<file path="src/swc_regs.svh">
/*
 * register offsets, field positions, reset values and timing counts for the
 * watchdog, can channel 0 and internal wake configuration bank.
 * assumes it is included by bare name wherever these constants are needed.
 */
`ifndef SWC_REGS_SVH
`define SWC_REGS_SVH

`define SWC_ADDR_WDOG        7'h03
`define SWC_ADDR_CAN_CH0_MODE_FIELD        7'h04
`define SWC_ADDR_IWAKE       7'h06

`define SWC_WDOG_RESET       8'h14
`define SWC_CAN_CH0_MODE_FIELD_RESET       8'h00
`define SWC_IWAKE_RESET      8'h01

`define SWC_WDOG_WMASK       8'hff
`define SWC_CAN_CH0_MODE_FIELD_WMASK       8'h07
`define SWC_IWAKE_WMASK      8'h75
`define SWC_IWAKE_RST_KEEP   8'h71

`define SWC_WD_CHECKSUM      7
`define SWC_WD_STOP_OFF      6
`define SWC_WD_WINDOW        5
`define SWC_WD_BUS_START     4
`define SWC_WD_MAX3          3
`define SWC_WD_PER_HI        2
`define SWC_WD_PER_RESTART   3'h4
`define SWC_WD_PER_UNDEF     3'h6

`define SWC_CAN_SELWAKE      2
`define SWC_CAN_WAKE_LOW     2'h1

`define SWC_IW_CYCLIC        6
`define SWC_IW_THR_HI        5
`define SWC_IW_THR_LO        4
`define SWC_IW_STOP_OFF      2
`define SWC_IW_FAST_BATT     0

`define SWC_MAX_WDOG_RESETS  2'h3
`define SWC_FRAME_BITS       5'h10

`endif

</file>
<file path="src/swc_pkg.sv">
/*
 * types shared by the configuration bank and its serial slave.
 * assumes swc_regs.svh is available on the include path.
 */
package swc_pkg;

	typedef enum logic [1:0] {
		CAN_OFF      = 2'b00,
		CAN_WAKE     = 2'b01,
		CAN_RX_ONLY  = 2'b10,
		CAN_NORMAL   = 2'b11
	} swc_can_mode_t;

	typedef struct packed {
		logic          checksum_ok;
		logic          window_type_select;
		logic          bus_wake_wdog_start;
		logic          limit_resets;
		logic [2:0]    wdog_period_sel;
		logic          period_defined;
		logic [9:0]    period_ms;
		logic          stop_wdog_off;
	} swc_wdog_cfg_t;

	typedef struct packed {
		swc_can_mode_t can_ch0_mode_field;
		logic          selective_wake;
		logic          cyclic_wake_enable;
		logic [1:0]    batt_monitor_threshold;
		logic          fast_batt_monitor_enable;
	} swc_wake_cfg_t;

	typedef struct packed {
		logic          write;
		logic [6:0]    addr;
		logic [7:0]    data;
	} swc_frame_t;

endpackage

</file>
<file path="src/swc_spi_slave.sv">
/*
 * 16-bit serial slave: write flag, 7-bit address, 8-bit data, msb first.
 * assumes spi pins come from outside the clock domain and sclk is far slower
 * than clk_in; the addressed register value is returned in the second byte.
 */
`timescale 1ns/10ps
`include "swc_regs.svh"

module swc_spi_slave
	import swc_pkg::*;
(
	input  wire logic       clk_in,
	input  wire logic       resetn_in,
	input  wire logic       ce_in,
	input  wire logic       sclk_in,
	input  wire logic       csn_in,
	input  wire logic       mosi_in,
	output logic            miso_out,
	output logic            miso_oe_out,
	output logic [6:0]      addr_out,
	input  wire logic [7:0] rdata_in,
	output logic            frame_valid_out,
	output swc_frame_t      frame_out
);

	logic [2:0]  sclk_s_r;
	logic [2:0]  csn_s_r;
	logic [1:0]  mosi_s_r;
	logic [15:0] shift_r;
	logic [4:0]  count_r;
	logic [7:0]  tx_r;
	logic        miso_r;
	logic        valid_r;
	swc_frame_t  frame_r;

	wire sclk_rise = sclk_s_r[1] & ~sclk_s_r[2];
	wire sclk_fall = ~sclk_s_r[1] & sclk_s_r[2];
	wire sel       = ~csn_s_r[1];
	wire csn_rise  = csn_s_r[1] & ~csn_s_r[2];
	wire load_tx   = sel & sclk_fall & (count_r == 5'h08);
	wire full      = (count_r == `SWC_FRAME_BITS);

	always_ff @(posedge clk_in) begin
		if (!resetn_in) begin
			sclk_s_r <= 3'h0;
			csn_s_r  <= 3'h7;
			mosi_s_r <= 2'h0;
			shift_r  <= 16'h0000;
			count_r  <= 5'h00;
			tx_r     <= 8'h00;
			miso_r   <= 1'b0;
			valid_r  <= 1'b0;
			frame_r  <= '0;
		end else if (ce_in) begin
			sclk_s_r <= {sclk_s_r[1:0], sclk_in};
			csn_s_r  <= {csn_s_r[1:0], csn_in};
			mosi_s_r <= {mosi_s_r[0], mosi_in};
			valid_r  <= csn_rise & full;
			if (csn_rise & full)
				frame_r <= shift_r;
			if (!sel)
				count_r <= 5'h00;
			else if (sclk_rise && !full) begin
				shift_r <= {shift_r[14:0], mosi_s_r[1]};
				count_r <= count_r + 5'h01;
			end
			// first byte answers zero, second byte the addressed register
			if (!sel)
				miso_r <= 1'b0;
			else if (load_tx) begin
				miso_r <= rdata_in[7];
				tx_r   <= {rdata_in[6:0], 1'b0};
			end else if (sclk_fall && count_r > 5'h08) begin
				miso_r <= tx_r[7];
				tx_r   <= {tx_r[6:0], 1'b0};
			end
		end
	end

	assign addr_out        = shift_r[6:0];
	assign miso_out        = miso_r;
	assign miso_oe_out     = sel;
	assign frame_valid_out = valid_r;
	assign frame_out       = frame_r;

endmodule // swc_spi_slave

</file>
<file path="src/swc_config_bank.sv">
/*
 * watchdog, can channel 0 mode and internal wake configuration registers,
 * written and read over the serial slave, with the automatic updates made
 * on restart, fail-safe and sleep entry; stop entry changes nothing.
 * assumes mode event inputs are one-cycle pulses from logic on clk_in.
 */
`timescale 1ns/10ps
`include "swc_regs.svh"

// How it works
// - watchdog config bit 6 and internal wake bit 2 both set deactivate watchdog in stop mode
// - watchdog config bit 5 picks time-out (0) or window (1) watchdog
// - bit 4 set starts watchdog with long open window on stop bus wake
// - bit 3 stops resets after three consecutive fails, configs 1/3
// - period field decodes 10 to 1000 ms; code 110 undefined
// - watchdog config loads 0001 0100 at power-on or soft reset
// - restart clears stop-off bit and sets period code 100 (200 ms), others kept
// - can mode field: off, wake, receive only, normal, with selective wake
// - device touches selective wake bit only on soft reset (clears it), otherwise only lower two bits
// - sleep entry without system error turns x11 into wake capable x01
// - x10 goes wake capable on sleep, stays receive only on stop
// - wake capable or off channel keeps its mode on sleep or stop
// - fail-safe entry rewrites bus config so later wake stays possible
// - bus config resets to zero; restart keeps the can mode bits and the selective wake bit
// - internal wake bit 6 enables cyclic timer wake
// - internal wake bits 5:4 select one of four battery thresholds
// - internal wake bit 2 is second watchdog stop-off bit
// - internal wake bit 0 enables fast battery monitoring
// - internal wake loads 0000 0001; restart clears bits 7, 3, 2, 1
// - reserved bits always read back as zero
module swc_config_bank
	import swc_pkg::*;
(
	input  wire logic clk_in,
	input  wire logic resetn_in,
	input  wire logic ce_in,
	input  wire logic sclk_in,
	input  wire logic csn_in,
	input  wire logic mosi_in,
	output logic      miso_out,
	output logic      miso_oe_out,
	input  wire logic soft_reset_in,
	input  wire logic restart_entry_in,
	input  wire logic failsafe_entry_in,
	input  wire logic sleep_entry_in,
	input  wire logic stop_entry_in,
	input  wire logic stop_mode_in,
	input  wire logic ch0_system_error_flag_in,
	input  wire logic can_bus_wake_in,
	input  wire logic wdog_fail_in,
	input  wire logic wdog_trigger_ok_in,
	input  wire logic config_1_3_in,
	output logic      wdog_reset_req_out,
	output logic      wdog_long_window_start_out,
	output swc_wdog_cfg_t wdog_cfg_out,
	output swc_wake_cfg_t wake_cfg_out
);

	logic [7:0]  wdog_r;
	logic [7:0]  wdog_nxt;
	logic [7:0]  can_r;
	logic [7:0]  can_nxt;
	logic [7:0]  iwake_r;
	logic [7:0]  iwake_nxt;
	logic [1:0]  fail_cnt_r;
	logic        reset_req_r;
	logic        long_start_r;
	logic [9:0]  period_ms;
	logic [7:0]  rd_data;
	logic [6:0]  rd_addr;
	logic        frame_valid;
	swc_frame_t  frame;

	swc_spi_slave u_spi (
		.clk_in          (clk_in),
		.resetn_in       (resetn_in),
		.ce_in           (ce_in),
		.sclk_in         (sclk_in),
		.csn_in          (csn_in),
		.mosi_in         (mosi_in),
		.miso_out        (miso_out),
		.miso_oe_out     (miso_oe_out),
		.addr_out        (rd_addr),
		.rdata_in        (rd_data),
		.frame_valid_out (frame_valid),
		.frame_out       (frame)
	);

	// read selection; stored reserved bits are always zero
	wire        hit_wdog  = (rd_addr == `SWC_ADDR_WDOG);
	wire        hit_can   = (rd_addr == `SWC_ADDR_CAN_CH0_MODE_FIELD);
	wire        hit_iwake = (rd_addr == `SWC_ADDR_IWAKE);
	assign rd_data        = hit_wdog  ? wdog_r :
	                        hit_can   ? can_r :
	                        hit_iwake ? iwake_r : 8'h00;

	wire        wr        = frame_valid & frame.write;
	wire        wr_wdog   = wr & (frame.addr == `SWC_ADDR_WDOG);
	wire        wr_can    = wr & (frame.addr == `SWC_ADDR_CAN_CH0_MODE_FIELD);
	wire        wr_iwake  = wr & (frame.addr == `SWC_ADDR_IWAKE);

	// host write first, then device updates override the bits they own
	wire [7:0]  wdog_w    = wr_wdog ? (frame.data & `SWC_WDOG_WMASK) : wdog_r;
	wire [7:0]  can_w     = wr_can ? (frame.data & `SWC_CAN_CH0_MODE_FIELD_WMASK) : can_r;
	wire [7:0]  iwake_w   = wr_iwake ? (frame.data & `SWC_IWAKE_WMASK) : iwake_r;

	wire [1:0]  mode_lo   = can_w[1:0];
	wire        sleep_chg = sleep_entry_in & ((mode_lo == CAN_NORMAL
	                        & ~ch0_system_error_flag_in) | mode_lo == CAN_RX_ONLY);
	wire        fs_chg    = failsafe_entry_in & (mode_lo != CAN_WAKE);
	wire        lo_to_wake = sleep_chg | fs_chg;

	always_comb begin
		wdog_nxt  = wdog_w;
		can_nxt   = can_w;
		iwake_nxt = iwake_w;
		if (soft_reset_in) begin
			wdog_nxt  = `SWC_WDOG_RESET;
			can_nxt   = `SWC_CAN_CH0_MODE_FIELD_RESET;
			iwake_nxt = `SWC_IWAKE_RESET;
		end else if (restart_entry_in) begin
			wdog_nxt[`SWC_WD_STOP_OFF]      = 1'b0;
			wdog_nxt[`SWC_WD_PER_HI -: 3]   = `SWC_WD_PER_RESTART;
			can_nxt   = {5'h00, can_w[2:0]};
			iwake_nxt = iwake_w & `SWC_IWAKE_RST_KEEP;
		end else if (lo_to_wake) begin
			can_nxt   = {5'h00, can_w[`SWC_CAN_SELWAKE], `SWC_CAN_WAKE_LOW};
		end
	end

	always_ff @(posedge clk_in) begin
		if (!resetn_in) begin
			wdog_r  <= `SWC_WDOG_RESET;
			can_r   <= `SWC_CAN_CH0_MODE_FIELD_RESET;
			iwake_r <= `SWC_IWAKE_RESET;
		end else if (ce_in) begin
			wdog_r  <= wdog_nxt;
			can_r   <= can_nxt;
			iwake_r <= iwake_nxt;
		end
	end

	// consecutive watchdog-failure reset limiter
	wire limit_on  = wdog_r[`SWC_WD_MAX3] & config_1_3_in;
	wire limit_hit = limit_on & (fail_cnt_r == `SWC_MAX_WDOG_RESETS);

	always_ff @(posedge clk_in) begin
		if (!resetn_in) begin
			fail_cnt_r   <= 2'h0;
			reset_req_r  <= 1'b0;
			long_start_r <= 1'b0;
		end else if (ce_in) begin
			reset_req_r  <= wdog_fail_in & ~limit_hit;
			// a failure in the same cycle as a good trigger still counts
			if (wdog_fail_in) begin
				if (fail_cnt_r != `SWC_MAX_WDOG_RESETS)
					fail_cnt_r <= fail_cnt_r + 2'h1;
			end else if (wdog_trigger_ok_in) begin
				fail_cnt_r <= 2'h0;
			end
			long_start_r <= can_bus_wake_in & stop_mode_in
			                & wdog_r[`SWC_WD_BUS_START];
		end
	end

	always_comb begin
		unique case (wdog_r[`SWC_WD_PER_HI -: 3])
			3'h0:    period_ms = 10'h00a;
			3'h1:    period_ms = 10'h014;
			3'h2:    period_ms = 10'h032;
			3'h3:    period_ms = 10'h064;
			3'h4:    period_ms = 10'h0c8;
			3'h5:    period_ms = 10'h1f4;
			3'h7:    period_ms = 10'h3e8;
			default: period_ms = 10'h000;
		endcase
	end

	assign wdog_cfg_out.checksum_ok         = ~^wdog_r;
	assign wdog_cfg_out.window_type_select  = wdog_r[`SWC_WD_WINDOW];
	assign wdog_cfg_out.bus_wake_wdog_start = wdog_r[`SWC_WD_BUS_START];
	assign wdog_cfg_out.limit_resets        = wdog_r[`SWC_WD_MAX3];
	assign wdog_cfg_out.wdog_period_sel     = wdog_r[`SWC_WD_PER_HI -: 3];
	assign wdog_cfg_out.period_defined      = (wdog_r[`SWC_WD_PER_HI -: 3]
	                                           != `SWC_WD_PER_UNDEF);
	assign wdog_cfg_out.period_ms           = period_ms;
	assign wdog_cfg_out.stop_wdog_off       = wdog_r[`SWC_WD_STOP_OFF]
	                                          & iwake_r[`SWC_IW_STOP_OFF];

	assign wake_cfg_out.can_ch0_mode_field  = swc_can_mode_t'(can_r[1:0]);
	assign wake_cfg_out.selective_wake      = can_r[`SWC_CAN_SELWAKE];
	assign wake_cfg_out.cyclic_wake_enable  = iwake_r[`SWC_IW_CYCLIC];
	assign wake_cfg_out.batt_monitor_threshold = iwake_r[`SWC_IW_THR_HI:`SWC_IW_THR_LO];
	assign wake_cfg_out.fast_batt_monitor_enable = iwake_r[`SWC_IW_FAST_BATT];

	assign wdog_reset_req_out         = reset_req_r;
	assign wdog_long_window_start_out = long_start_r;

	// stop entry leaves the can field alone, so receive only must be set before
	wire stop_keeps = stop_entry_in & ~sleep_entry_in & ~restart_entry_in
	                  & ~soft_reset_in & ~failsafe_entry_in & ~wr_can;

	a_reserved_zero: assert property (@(posedge clk_in) disable iff (!resetn_in)
		can_r[7:3] == 5'h00 && iwake_r[7] == 1'b0 && iwake_r[3] == 1'b0
		&& iwake_r[1] == 1'b0)
		else $error("reserved bit set");

	a_soft_reset_vals: assert property (@(posedge clk_in) disable iff (!resetn_in)
		ce_in && soft_reset_in |=> wdog_r == 8'h14 && can_r == 8'h00
		&& iwake_r == 8'h01)
		else $error("soft reset values wrong");

	a_restart_wdog: assert property (@(posedge clk_in) disable iff (!resetn_in)
		ce_in && restart_entry_in && !soft_reset_in && !wr_wdog |=>
		wdog_r[6] == 1'b0 && wdog_r[2:0] == 3'h4
		&& wdog_r[7] == $past(wdog_r[7]) && wdog_r[5:3] == $past(wdog_r[5:3]))
		else $error("restart watchdog update wrong");

	a_restart_iwake: assert property (@(posedge clk_in) disable iff (!resetn_in)
		ce_in && restart_entry_in && !soft_reset_in && !wr_iwake |=>
		iwake_r == ($past(iwake_r) & 8'h71))
		else $error("restart internal wake update wrong");

	a_selwake_kept: assert property (@(posedge clk_in) disable iff (!resetn_in)
		ce_in && !soft_reset_in && !wr_can |=> can_r[2] == $past(can_r[2]))
		else $error("device changed selective wake bit");

	a_sleep_to_wake: assert property (@(posedge clk_in) disable iff (!resetn_in)
		ce_in && sleep_entry_in && !soft_reset_in && !restart_entry_in && !wr_can
		&& !ch0_system_error_flag_in && can_r[1] |=> can_r[1:0] == 2'h1)
		else $error("sleep entry did not go wake capable");

	a_stop_keeps: assert property (@(posedge clk_in) disable iff (!resetn_in)
		ce_in && stop_keeps |=> can_r == $past(can_r))
		else $error("stop entry changed can mode");

	a_failsafe_wake: assert property (@(posedge clk_in) disable iff (!resetn_in)
		ce_in && failsafe_entry_in && !soft_reset_in && !restart_entry_in
		|=> can_r[1:0] == 2'h1)
		else $error("fail-safe left channel unable to wake");

	a_stop_off_and: assert property (@(posedge clk_in) disable iff (!resetn_in)
		wdog_cfg_out.stop_wdog_off == (wdog_r[6] && iwake_r[2]))
		else $error("stop deactivation not both bits");

	a_reset_limit: assert property (@(posedge clk_in) disable iff (!resetn_in)
		ce_in && wdog_fail_in && limit_on && fail_cnt_r == 2'h3 |=> !wdog_reset_req_out)
		else $error("fourth watchdog reset not suppressed");

	a_reset_unlimited: assert property (@(posedge clk_in) disable iff (!resetn_in)
		ce_in && wdog_fail_in && !limit_on |=> wdog_reset_req_out)
		else $error("watchdog fail gave no reset");

	a_long_window: assert property (@(posedge clk_in) disable iff (!resetn_in)
		ce_in && can_bus_wake_in && stop_mode_in |=>
		wdog_long_window_start_out == $past(wdog_r[4]))
		else $error("bus wake start wrong");

	a_period_map: assert property (@(posedge clk_in) disable iff (!resetn_in)
		wdog_r[2:0] == 3'h7 |-> period_ms == 10'h3e8 && wdog_cfg_out.period_defined)
		else $error("period decode wrong");

	a_period_undef: assert property (@(posedge clk_in) disable iff (!resetn_in)
		wdog_r[2:0] == 3'h6 |->
		!wdog_cfg_out.period_defined && period_ms == 10'h000)
		else $error("undefined period shown as defined");

	a_period_short: assert property (@(posedge clk_in) disable iff (!resetn_in)
		wdog_r[2:0] == 3'h0 |->
		period_ms == 10'h00a && wdog_cfg_out.period_defined)
		else $error("shortest period decode wrong");

	a_host_wdog_write: assert property (@(posedge clk_in) disable iff (!resetn_in)
		ce_in && wr_wdog && !soft_reset_in && !restart_entry_in
		|=> wdog_r == $past(frame.data))
		else $error("watchdog write did not land");

	a_host_can_write: assert property (@(posedge clk_in) disable iff (!resetn_in)
		ce_in && wr_can && !soft_reset_in && !restart_entry_in && !sleep_entry_in
		&& !failsafe_entry_in |=> can_r == {5'h00, $past(frame.data[2:0])})
		else $error("can mode write did not land");

	a_host_iwake_write: assert property (@(posedge clk_in) disable iff (!resetn_in)
		ce_in && wr_iwake && !soft_reset_in && !restart_entry_in
		|=> iwake_r == ($past(frame.data) & 8'h75))
		else $error("internal wake write did not land");

	a_restart_can: assert property (@(posedge clk_in) disable iff (!resetn_in)
		ce_in && restart_entry_in && !soft_reset_in && !wr_can
		|=> can_r == $past(can_r))
		else $error("restart changed can mode bits");

	a_sleep_err_keep: assert property (@(posedge clk_in) disable iff (!resetn_in)
		ce_in && sleep_entry_in && !soft_reset_in && !restart_entry_in && !wr_can
		&& !failsafe_entry_in && ch0_system_error_flag_in && can_r[1:0] == 2'h3
		|=> can_r == $past(can_r))
		else $error("normal mode left despite system error");

	a_sleep_rx_wake: assert property (@(posedge clk_in) disable iff (!resetn_in)
		ce_in && sleep_entry_in && !soft_reset_in && !restart_entry_in && !wr_can
		&& can_r[1:0] == 2'h2 |=> can_r[1:0] == 2'h1)
		else $error("receive only kept on sleep entry");

	a_wake_off_kept: assert property (@(posedge clk_in) disable iff (!resetn_in)
		ce_in && (sleep_entry_in || stop_entry_in) && !soft_reset_in && !restart_entry_in
		&& !failsafe_entry_in && !wr_can && !can_r[1] |=> can_r == $past(can_r))
		else $error("wake capable or off mode changed");

	a_iwake_hold: assert property (@(posedge clk_in) disable iff (!resetn_in)
		ce_in && !wr_iwake && !soft_reset_in && !restart_entry_in
		|=> iwake_r == $past(iwake_r))
		else $error("internal wake changed without cause");

	a_wdog_hold: assert property (@(posedge clk_in) disable iff (!resetn_in)
		ce_in && !wr_wdog && !soft_reset_in && !restart_entry_in
		|=> wdog_r == $past(wdog_r))
		else $error("watchdog config changed without cause");

	a_fail_counted: assert property (@(posedge clk_in) disable iff (!resetn_in)
		ce_in && wdog_fail_in |=> fail_cnt_r != 2'h0)
		else $error("watchdog failure not counted");

	a_fail_cleared: assert property (@(posedge clk_in) disable iff (!resetn_in)
		ce_in && wdog_trigger_ok_in && !wdog_fail_in |=> fail_cnt_r == 2'h0)
		else $error("good trigger did not clear count");

	a_no_wake_start: assert property (@(posedge clk_in) disable iff (!resetn_in)
		ce_in && !(can_bus_wake_in && stop_mode_in) |=> !wdog_long_window_start_out)
		else $error("long window start without bus wake");

	a_reserved_read: assert property (@(posedge clk_in) disable iff (!resetn_in)
		!hit_wdog && !hit_can && !hit_iwake |-> rd_data == 8'h00)
		else $error("unmapped address read not zero");

	c_host_write: cover property (@(posedge clk_in) disable iff (!resetn_in)
		wr_wdog);
	c_sleep_auto: cover property (@(posedge clk_in) disable iff (!resetn_in)
		sleep_chg ##1 can_r[1:0] == 2'h1);
	c_restart: cover property (@(posedge clk_in) disable iff (!resetn_in)
		restart_entry_in && ce_in);
	c_limit: cover property (@(posedge clk_in) disable iff (!resetn_in)
		limit_hit && wdog_fail_in);
	c_failsafe: cover property (@(posedge clk_in) disable iff (!resetn_in)
		failsafe_entry_in && ce_in);

endmodule // swc_config_bank

</file>
<file path="config.mk">
export PLATFORM = sky130hd
export DESIGN_NAME = swc_config_bank
export DESIGN_NICKNAME = d
export VERILOG_FILES = /design/src/swc_pkg.sv /design/src/swc_spi_slave.sv /design/src/swc_config_bank.sv
export VERILOG_INCLUDE_DIRS = /design/src
export SDC_FILE = /design/constraint.sdc
export NUM_CORES = 1
export LEC_CHECK = 0
export ABC_CLOCK_PERIOD_IN_PS = 2610
export BUFFER_PORTS_ARGS = -buffer_cell sky130_fd_sc_hd__buf_2
export CAP_MARGIN = 10
export CORE_ASPECT_RATIO = 1.5
export CORE_MARGIN = 8
export CORE_UTILIZATION = 30
export CTS_CLUSTER_SIZE = 8
export DETAILED_ROUTE_END_ITERATION = 16
export RECOVER_POWER = 50
export SYNTH_ARGS = -nofsm -noshare
export SYNTH_HDL_FRONTEND = slang
export SYNTH_SLANG_ARGS = --single-unit
</file>
<file path="constraint.sdc">
create_clock -name clk_in -period 2.61 [get_ports clk_in]
set_clock_uncertainty 0.2 [all_clocks]
set_input_delay 0.522 -clock clk_in [delete_from_list [all_inputs] [get_ports clk_in]]
set_output_delay 0.522 -clock clk_in [all_outputs]
set_load 0.01 [all_outputs]
</file>
==> results.yml, run 1 <==
clocking:
  cts.repair.resized: 0
  postCtsSetupRepairBufs: 0
  ctsLongestPathBuffers: 2
  clk_pin_slew_ns: 0.06
  clk_latency_ns: 0.34
  cts_sinks: 74
  cts_root_buf: "clkbuf_16"
  cts_made_buffers: 9
  hold_buffers: 0
  cts_tree: "yes"
  htree_levels: 3
place:
  postPlaceCellArea_mm2: 0.00375
  io_buffers: 44
  routabilityCongestion: 0.798
  dp_hpwl_um: 6150
timing:
  grt_setup_unrepaired: "false"
  worst_pin_slew_ns: 0.933
  slew_headroom_pct: 37.8
  fmax_mhz: 408
  hold_violations: 0
  period_minus_slack_ns: 2.45
  holdWs_ns: 0.204
  setup_viol: 0
  maxSlewViolCount: 0
  min_period_over_period_pct: 94.0
  fin_tns_setup_ns: 0
cells_and_area:
  nets: 463
  diodes: 0
  drive_gt1_share_pct: 11.9
  syn_to_final_growth_pct: 17.5
  nFillCells: 1184
  design_area_mm2: 0.00404
  multi_input_area_mm2: 0.00174
  seq_area_mm2: 0.00149
critical_path:
  path_cells: "inv_1, ha_1, xnor2_1, xnor2_1, xnor2_1, buf_2"
  path_common_cell: "xnor2_1"
  path_class: "register to output pin"
  start_kind: "register"
  cp_slowest_cell: "dfxtp_4"
  worstPathMaxFanout: 7
  worstPathArrival_ns: 1.73
  slowest_delay_ns: 0.37
  required_ns: 1.89
  end_kind: "output pin"
drt:
  drc: 0
  vias: 2938
  drtIter0Drc: 140
  antenna_left: 0
  wire_per_inst_um: 14.4
  wl_um: 8540
  drt_first_pass_iters: 6
  vias_per_cell: 4.95
synthesis:
  avgSynthCellArea_um2: 8.39
  syn-cell-area_mm2: 0.00344
  ys_top_cells_by_count: "dfxtp_1, nand2_1, nor2_1"
  synth-seq-area-share_pct: 43.1
  syn-instance-count: 410
  synth_warnings: 0
  synth-seq-cells: 74
  ys.flop_type: "dfxtp_1"
  syn_nets: 434
  yosysMostFrequentCell: "dfxtp_1"
  yosysTopAreaCell: "dfxtp_1"
  ys_top_cells_by_area: "dfxtp_1, mux2i_1, nand2_1, a21oi_1, nor2_1"
  netlist.area_leader.share_pct: 43.1
  synth_edf_count: 0
  synth_cell_types: 49
  ys_async_sr_fraction_pct: 0
global_routing:
  antenna_found_initial: 0
  grt_pass1_wl_um: 13800
  grt_pass1_vias: 2862
  track_usage_pct: 11.7
  grt_max_degree: 56
  grt-ovfl-total: 0
floorplanning:
  die_w_um: 103
  ios: 47
  initial_core_util_pct: 30.3
  die_area_mm2: 0.0152
  die_y_um: 147
  core_mm2: 0.0114
  row_count: 48
power_and_ir_drop:
  p_total_mw: 2.56
  power-per-cell-area_mw_per_mm2: 635
  vdd_drop_max_uv: 309
  leakage_nw: 1.49
run_status:
  outcome: "completed"
worst_hold_path:
  hp-class: "primary input to register"
flow_run:
  cap_viol_max_count: 0
layout make-up:
class | count | share of cell area, %
Timing Repair Buffer | 51 | 6.57
Tap cell | 150 | 4.65
Inverter | 12 | 1.11
Clock inverter | 5 | 1.92
Clock buffer | 11 | 6.01
Multi-Input combinational cell | 291 | 43.0
Sequential cell | 74 | 36.8
state kept, by name, indices dropped and copies added (netlist names), 2 cells and up:
| signal | count |
|---|---|
| wdog_r | 8 |
| fail_cnt_r | 2 |
| u_spi.csn_s_r | 3 |
| u_spi.tx_r | 7 |
| u_spi.frame_out | 16 |
| can_r | 3 |
| u_spi.shift_r | 16 |
| u_spi.sclk_s_r | 3 |
| iwake_r | 5 |
| u_spi.count_r | 5 |
| u_spi.mosi_s_r | 2 |
cell families (layout without fill, tap and decap cells):
family | Yosys count | in the layout | synth area share (%)
compound gates | 84 | 84 | 14.6
xor+xnor | 6 | 6 | 1.53
fa+ha+maj | 7 | 7 | 2.55
buf+inv | 45 | 79 | 6.44
flops | 74 | 74 | 43.1
mux | 31 | 31 | 9.02
other cells | 1 | 1 | 0.109
simple gates | 162 | 162 | 22.6
cells in the final DEF (no fill, tap or decap), drive strengths merged, types with 2 or more instances in the layout:
cell type / n
nor2b: 3
clkbuf: 31
bufinv: 2
buf: 31
nand3: 13
nand2b: 6
or4: 4
or3: 4
and2: 2
dfxtp: 74
nor2: 47
nor4: 3
a221oi: 5
nor3b: 3
inv: 12
a22oi: 5
clkinv: 2
xnor2: 5
and3: 2
a21oi: 39
a32oi: 4
nand4b: 3
mux2i: 31
nand4: 4
a31oi: 2
ha: 7
o21ai: 20
nand2: 63
routing by layer:
metal	track usage [%]	vias to the layer above	wire [µm]
met4	6.62	0	185
met3	3.13	12	436
met5	0	-	0
met2	19.8	58	4360
met1	12.5	1393	3570
li1	-	1475	-
path summary, 6_finish.rpt:
path	from	end	slack (ns)	depth (start not counted)
max	wdog_r[0]$_SDFFE_PN0P_	wdog_cfg_out[18]	0.16	6
min reg2reg	u_spi.tx_r[1]$_SDFFE_PN0P_	u_spi.tx_r[1]$_SDFFE_PN0P_	0.26	2
min	csn_in	u_spi.csn_s_r[0]$_SDFFE_PN1P_	0.20	3
max reg2reg	u_spi.frame_out[11]$_SDFFE_PN0P_	wdog_r[7]$_SDFFE_PN0P_	0.25	5
metrics by stage:
step / utilization (%) / setup WS [ns] / instances
2_1_floorplan: - / 0.410 / 410
3_3_place_gp: 33.1 / 0.325 / 578
3_5_place_dp: 33.1 / 0.274 / 578
4_1_cts: 35.9 / 0.00899 / 594
5_1_grt: 35.6 / 0.0261 / 594
6_report: 35.6 / 0.157 / 594
critical path, delay by kind of cell, from the launching register on:
kind,cells,cell delay [ns]
adders and majority gates,1,0.32
buffers and inverters,2,0.25
xor gates and xnor gates,3,0.46
DFF,1,0.37
where the power goes:
part	internal (mW)	total [mW]	switching (mW)	leakage (nW)
clock	0.859	1.33	0.469	0.156
combinational	0.0317	0.0894	0.0577	0.732
sequential	1.14	1.15	0.00745	0.599
total	2.03	2.56	0.534	1.49
No activity file was read; power rests on OpenSTA's default activity.
==> run 2, diff against run 1 <==
- ABC_AREA: default -> 1
==> run 2 against run 1 <==
- core utilization fell by 0.12 points
- synthesized area rose by 1.6%
- non-clock buffer count rose by 1
- power barely moved
- clock-buffer cell count rose by 1
- final cell count rose by 11%
- via count rose by 6.1%
- clock power fell by 9%
- highest routed layer unchanged
==> results.yml, run 2 <==
clocking:
  hold_buffers: 0
  clk_pin_slew_ns: 0.06
  cts_made_buffers: 9
  cts_tree: "yes"
  htree_levels: 3
  cts_root_buf: "clkbuf_16"
  postCtsSetupRepairBufs: 0
  cts_sinks: 74
  ctsLongestPathBuffers: 2
  clk_latency_ns: 0.33
floorplanning:
  row_count: 48
  initial_core_util_pct: 30.6
  die_area_mm2: 0.0154
  die_y_um: 148
  die_w_um: 104
  ios: 47
  core_mm2: 0.0114
drt:
  drc: 0
  antenna_left: 0
  wl_um: 8950
  drt_first_pass_iters: 4
  vias: 3117
  vias_per_cell: 4.72
  drtIter0Drc: 173
  wire_per_inst_um: 13.5
place:
  postPlaceCellArea_mm2: 0.00380
  routabilityCongestion: 0.863
  dp_hpwl_um: 6780
  io_buffers: 44
  pre_cts_ws_ns: 0.443
  post-place-cells: 646
synthesis:
  avgSynthCellArea_um2: 7.41
  synth_compound_area_share_pct: 20.7
  synthMuxAreaShare_pct: 0
  synth_top_family_by_area: "simple AND/OR/NAND/NOR gates"
  ys.flop_type: "dfxtp_1"
  syn-cell-area_mm2: 0.00349
  ys_async_sr_fraction_pct: 0
  ys_top_cells_by_area: "dfxtp_1, a21oi_1, o21ai_0, nand2_1, inv_1"
  synth_cell_types: 36
  synth_warnings: 0
  synth_fa_ha_area_share_pct: 2.51
  yosysTopAreaCell: "dfxtp_1"
  synth-seq-area-share_pct: 42.4
  synth_edf_count: 0
  synth_xor_area_share_pct: 2.01
  yosysMostFrequentCell: "dfxtp_1"
  netlist.area_leader.share_pct: 42.4
  synth-simple-area-share_pct: 21.0
  syn_nets: 495
  syn-instance-count: 471
  ys_top_cells_by_count: "dfxtp_1, nand2_1, a21oi_1"
  synth-seq-cells: 74
timing:
  maxSlewViolCount: 0
  setup_viol: 0
  grt_setup_unrepaired: "false"
  hold_violations: 0
  fmax_mhz: 407
  min_period_over_period_pct: 94.1
  period_minus_slack_ns: 2.46
  worst_pin_slew_ns: 0.917
  fin_tns_setup_ns: 0
  fin_ws_ns: 0.154
  slew_headroom_pct: 38.9
global_routing:
  grt_pass1_wl_um: 14900
  antenna_found_initial: 0
  track_usage_pct: 12.0
  grt_max_degree: 54
  grt-ovfl-total: 0
  grt_pass1_vias: 3036
power_and_ir_drop:
  vdd_drop_max_uv: 326
  p_total_mw: 2.56
  power-per-cell-area_mw_per_mm2: 633
  leakage_nw: 1.70
run_status:
  outcome: "completed"
cells_and_area:
  syn_to_final_growth_pct: 15.9
  final_cell_mix: "dfxtp_1, nand2_1, a21oi_1, o21ai_0, inv_1"
  fin_cells: 661
  nFillCells: 1235
  drive_gt1_share_pct: 11.4
  final_common_cell: "dfxtp_1"
  nets: 531
  design_area_mm2: 0.00405
  diodes: 0
critical_path:
  end_kind: "output pin"
  path_cells: "inv_1, ha_1, nor2_1, a21oi_1, nor2_2, nor2_1, buf_2"
  path_common_cell: "nor2_1"
  required_ns: 1.89
  path_class: "register to output pin"
  cp_slowest_cell: "dfxtp_1"
  worstPathMaxFanout: 5
  slowest_delay_ns: 0.41
  start_kind: "register"
  worstPathArrival_ns: 1.73
flow_run:
  cap_viol_max_count: 0
worst_hold_path:
  hp-class: "primary input to register"
## run 2: worst paths after layout
path         depth (start not counted)  slack (ns)                               end                      startpoint
max                                  7        0.15                   wdog_cfg_out[3]          wdog_r[0]$_SDFFE_PN0P_
min                                  3        0.20     u_spi.csn_s_r[0]$_SDFFE_PN1P_                          csn_in
min reg2reg                          2        0.25  u_spi.frame_out[15]$_SDFFE_PN0P_  u_spi.shift_r[15]$_SDFFE_PN0P_
max reg2reg                         10        0.55     u_spi.shift_r[4]$_SDFFE_PN0P_   u_spi.count_r[0]$_SDFFE_PN0P_
## run 2: where the power goes
| group | switching, mW | total [mW] | internal [mW] |
|---|---|---|---|
| Clock | 0.453 | 1.21 | 0.758 |
| Sequential | 0.0203 | 1.17 | 1.15 |
| Combinational | 0.116 | 0.177 | 0.0613 |
| Total | 0.589 | 2.56 | 1.97 |
## run 2: cell families after synthesis
logic type	count (synthesis)
XOR/XNOR	8
buffers and inverters	87
other	1
AO/OA/AOI/OAI	136
adder cells (fa/ha/maj)	7
flip-flops	74
AND/OR/NAND/NOR	158
## run 2: layout make-up
type	count	area [µm²]	area share, %
Multi-Input combinational cell	310	1620	39.9
Sequential cell	74	1480	36.6
Clock buffer	12	246	6.09
Timing Repair Buffer	52	245	6.06
Inverter	60	230	5.69
Tap cell	150	188	4.64
Clock inverter	3	40.0	0.989
## run 2: routing by layer
layer | GRT usage, % | vias up | share of wire, %
li1 | - | 1616 | -
met1 | 12.0 | 1421 | 40
met2 | 21.6 | 58 | 51
met3 | 3.42 | 22 | 4.6
met4 | 7.35 | 0 | 4.1
met5 | 0 | - | 0
## run 2: metrics by stage
step	hold WS [ns]	utilization, %
4_1_cts	0.185	35.8
6_report	0.202	35.5
3_3_place_gp	0.229	33.3
3_5_place_dp	0.247	33.3
2_1_floorplan	0.221	-
5_1_grt	0.210	35.5
## run 2: worst max-delay path, delay by kind of cell (launching register included)
family / cells / cell delay (ns)
AND/OR/NAND/NOR: 3 / 0.37
adder cells (fa/ha/maj): 1 / 0.26
AO/OA/AOI/OAI: 1 / 0.08
flip-flops: 1 / 0.41
buffers and inverters: 2 / 0.27
## run 2: timing repair
item | 4_1_cts | 5_1_grt
endpoints found under the setup margin | 0 | 5
hold endpoints to repair | 0 | 0
resized for setup | 0 | 1
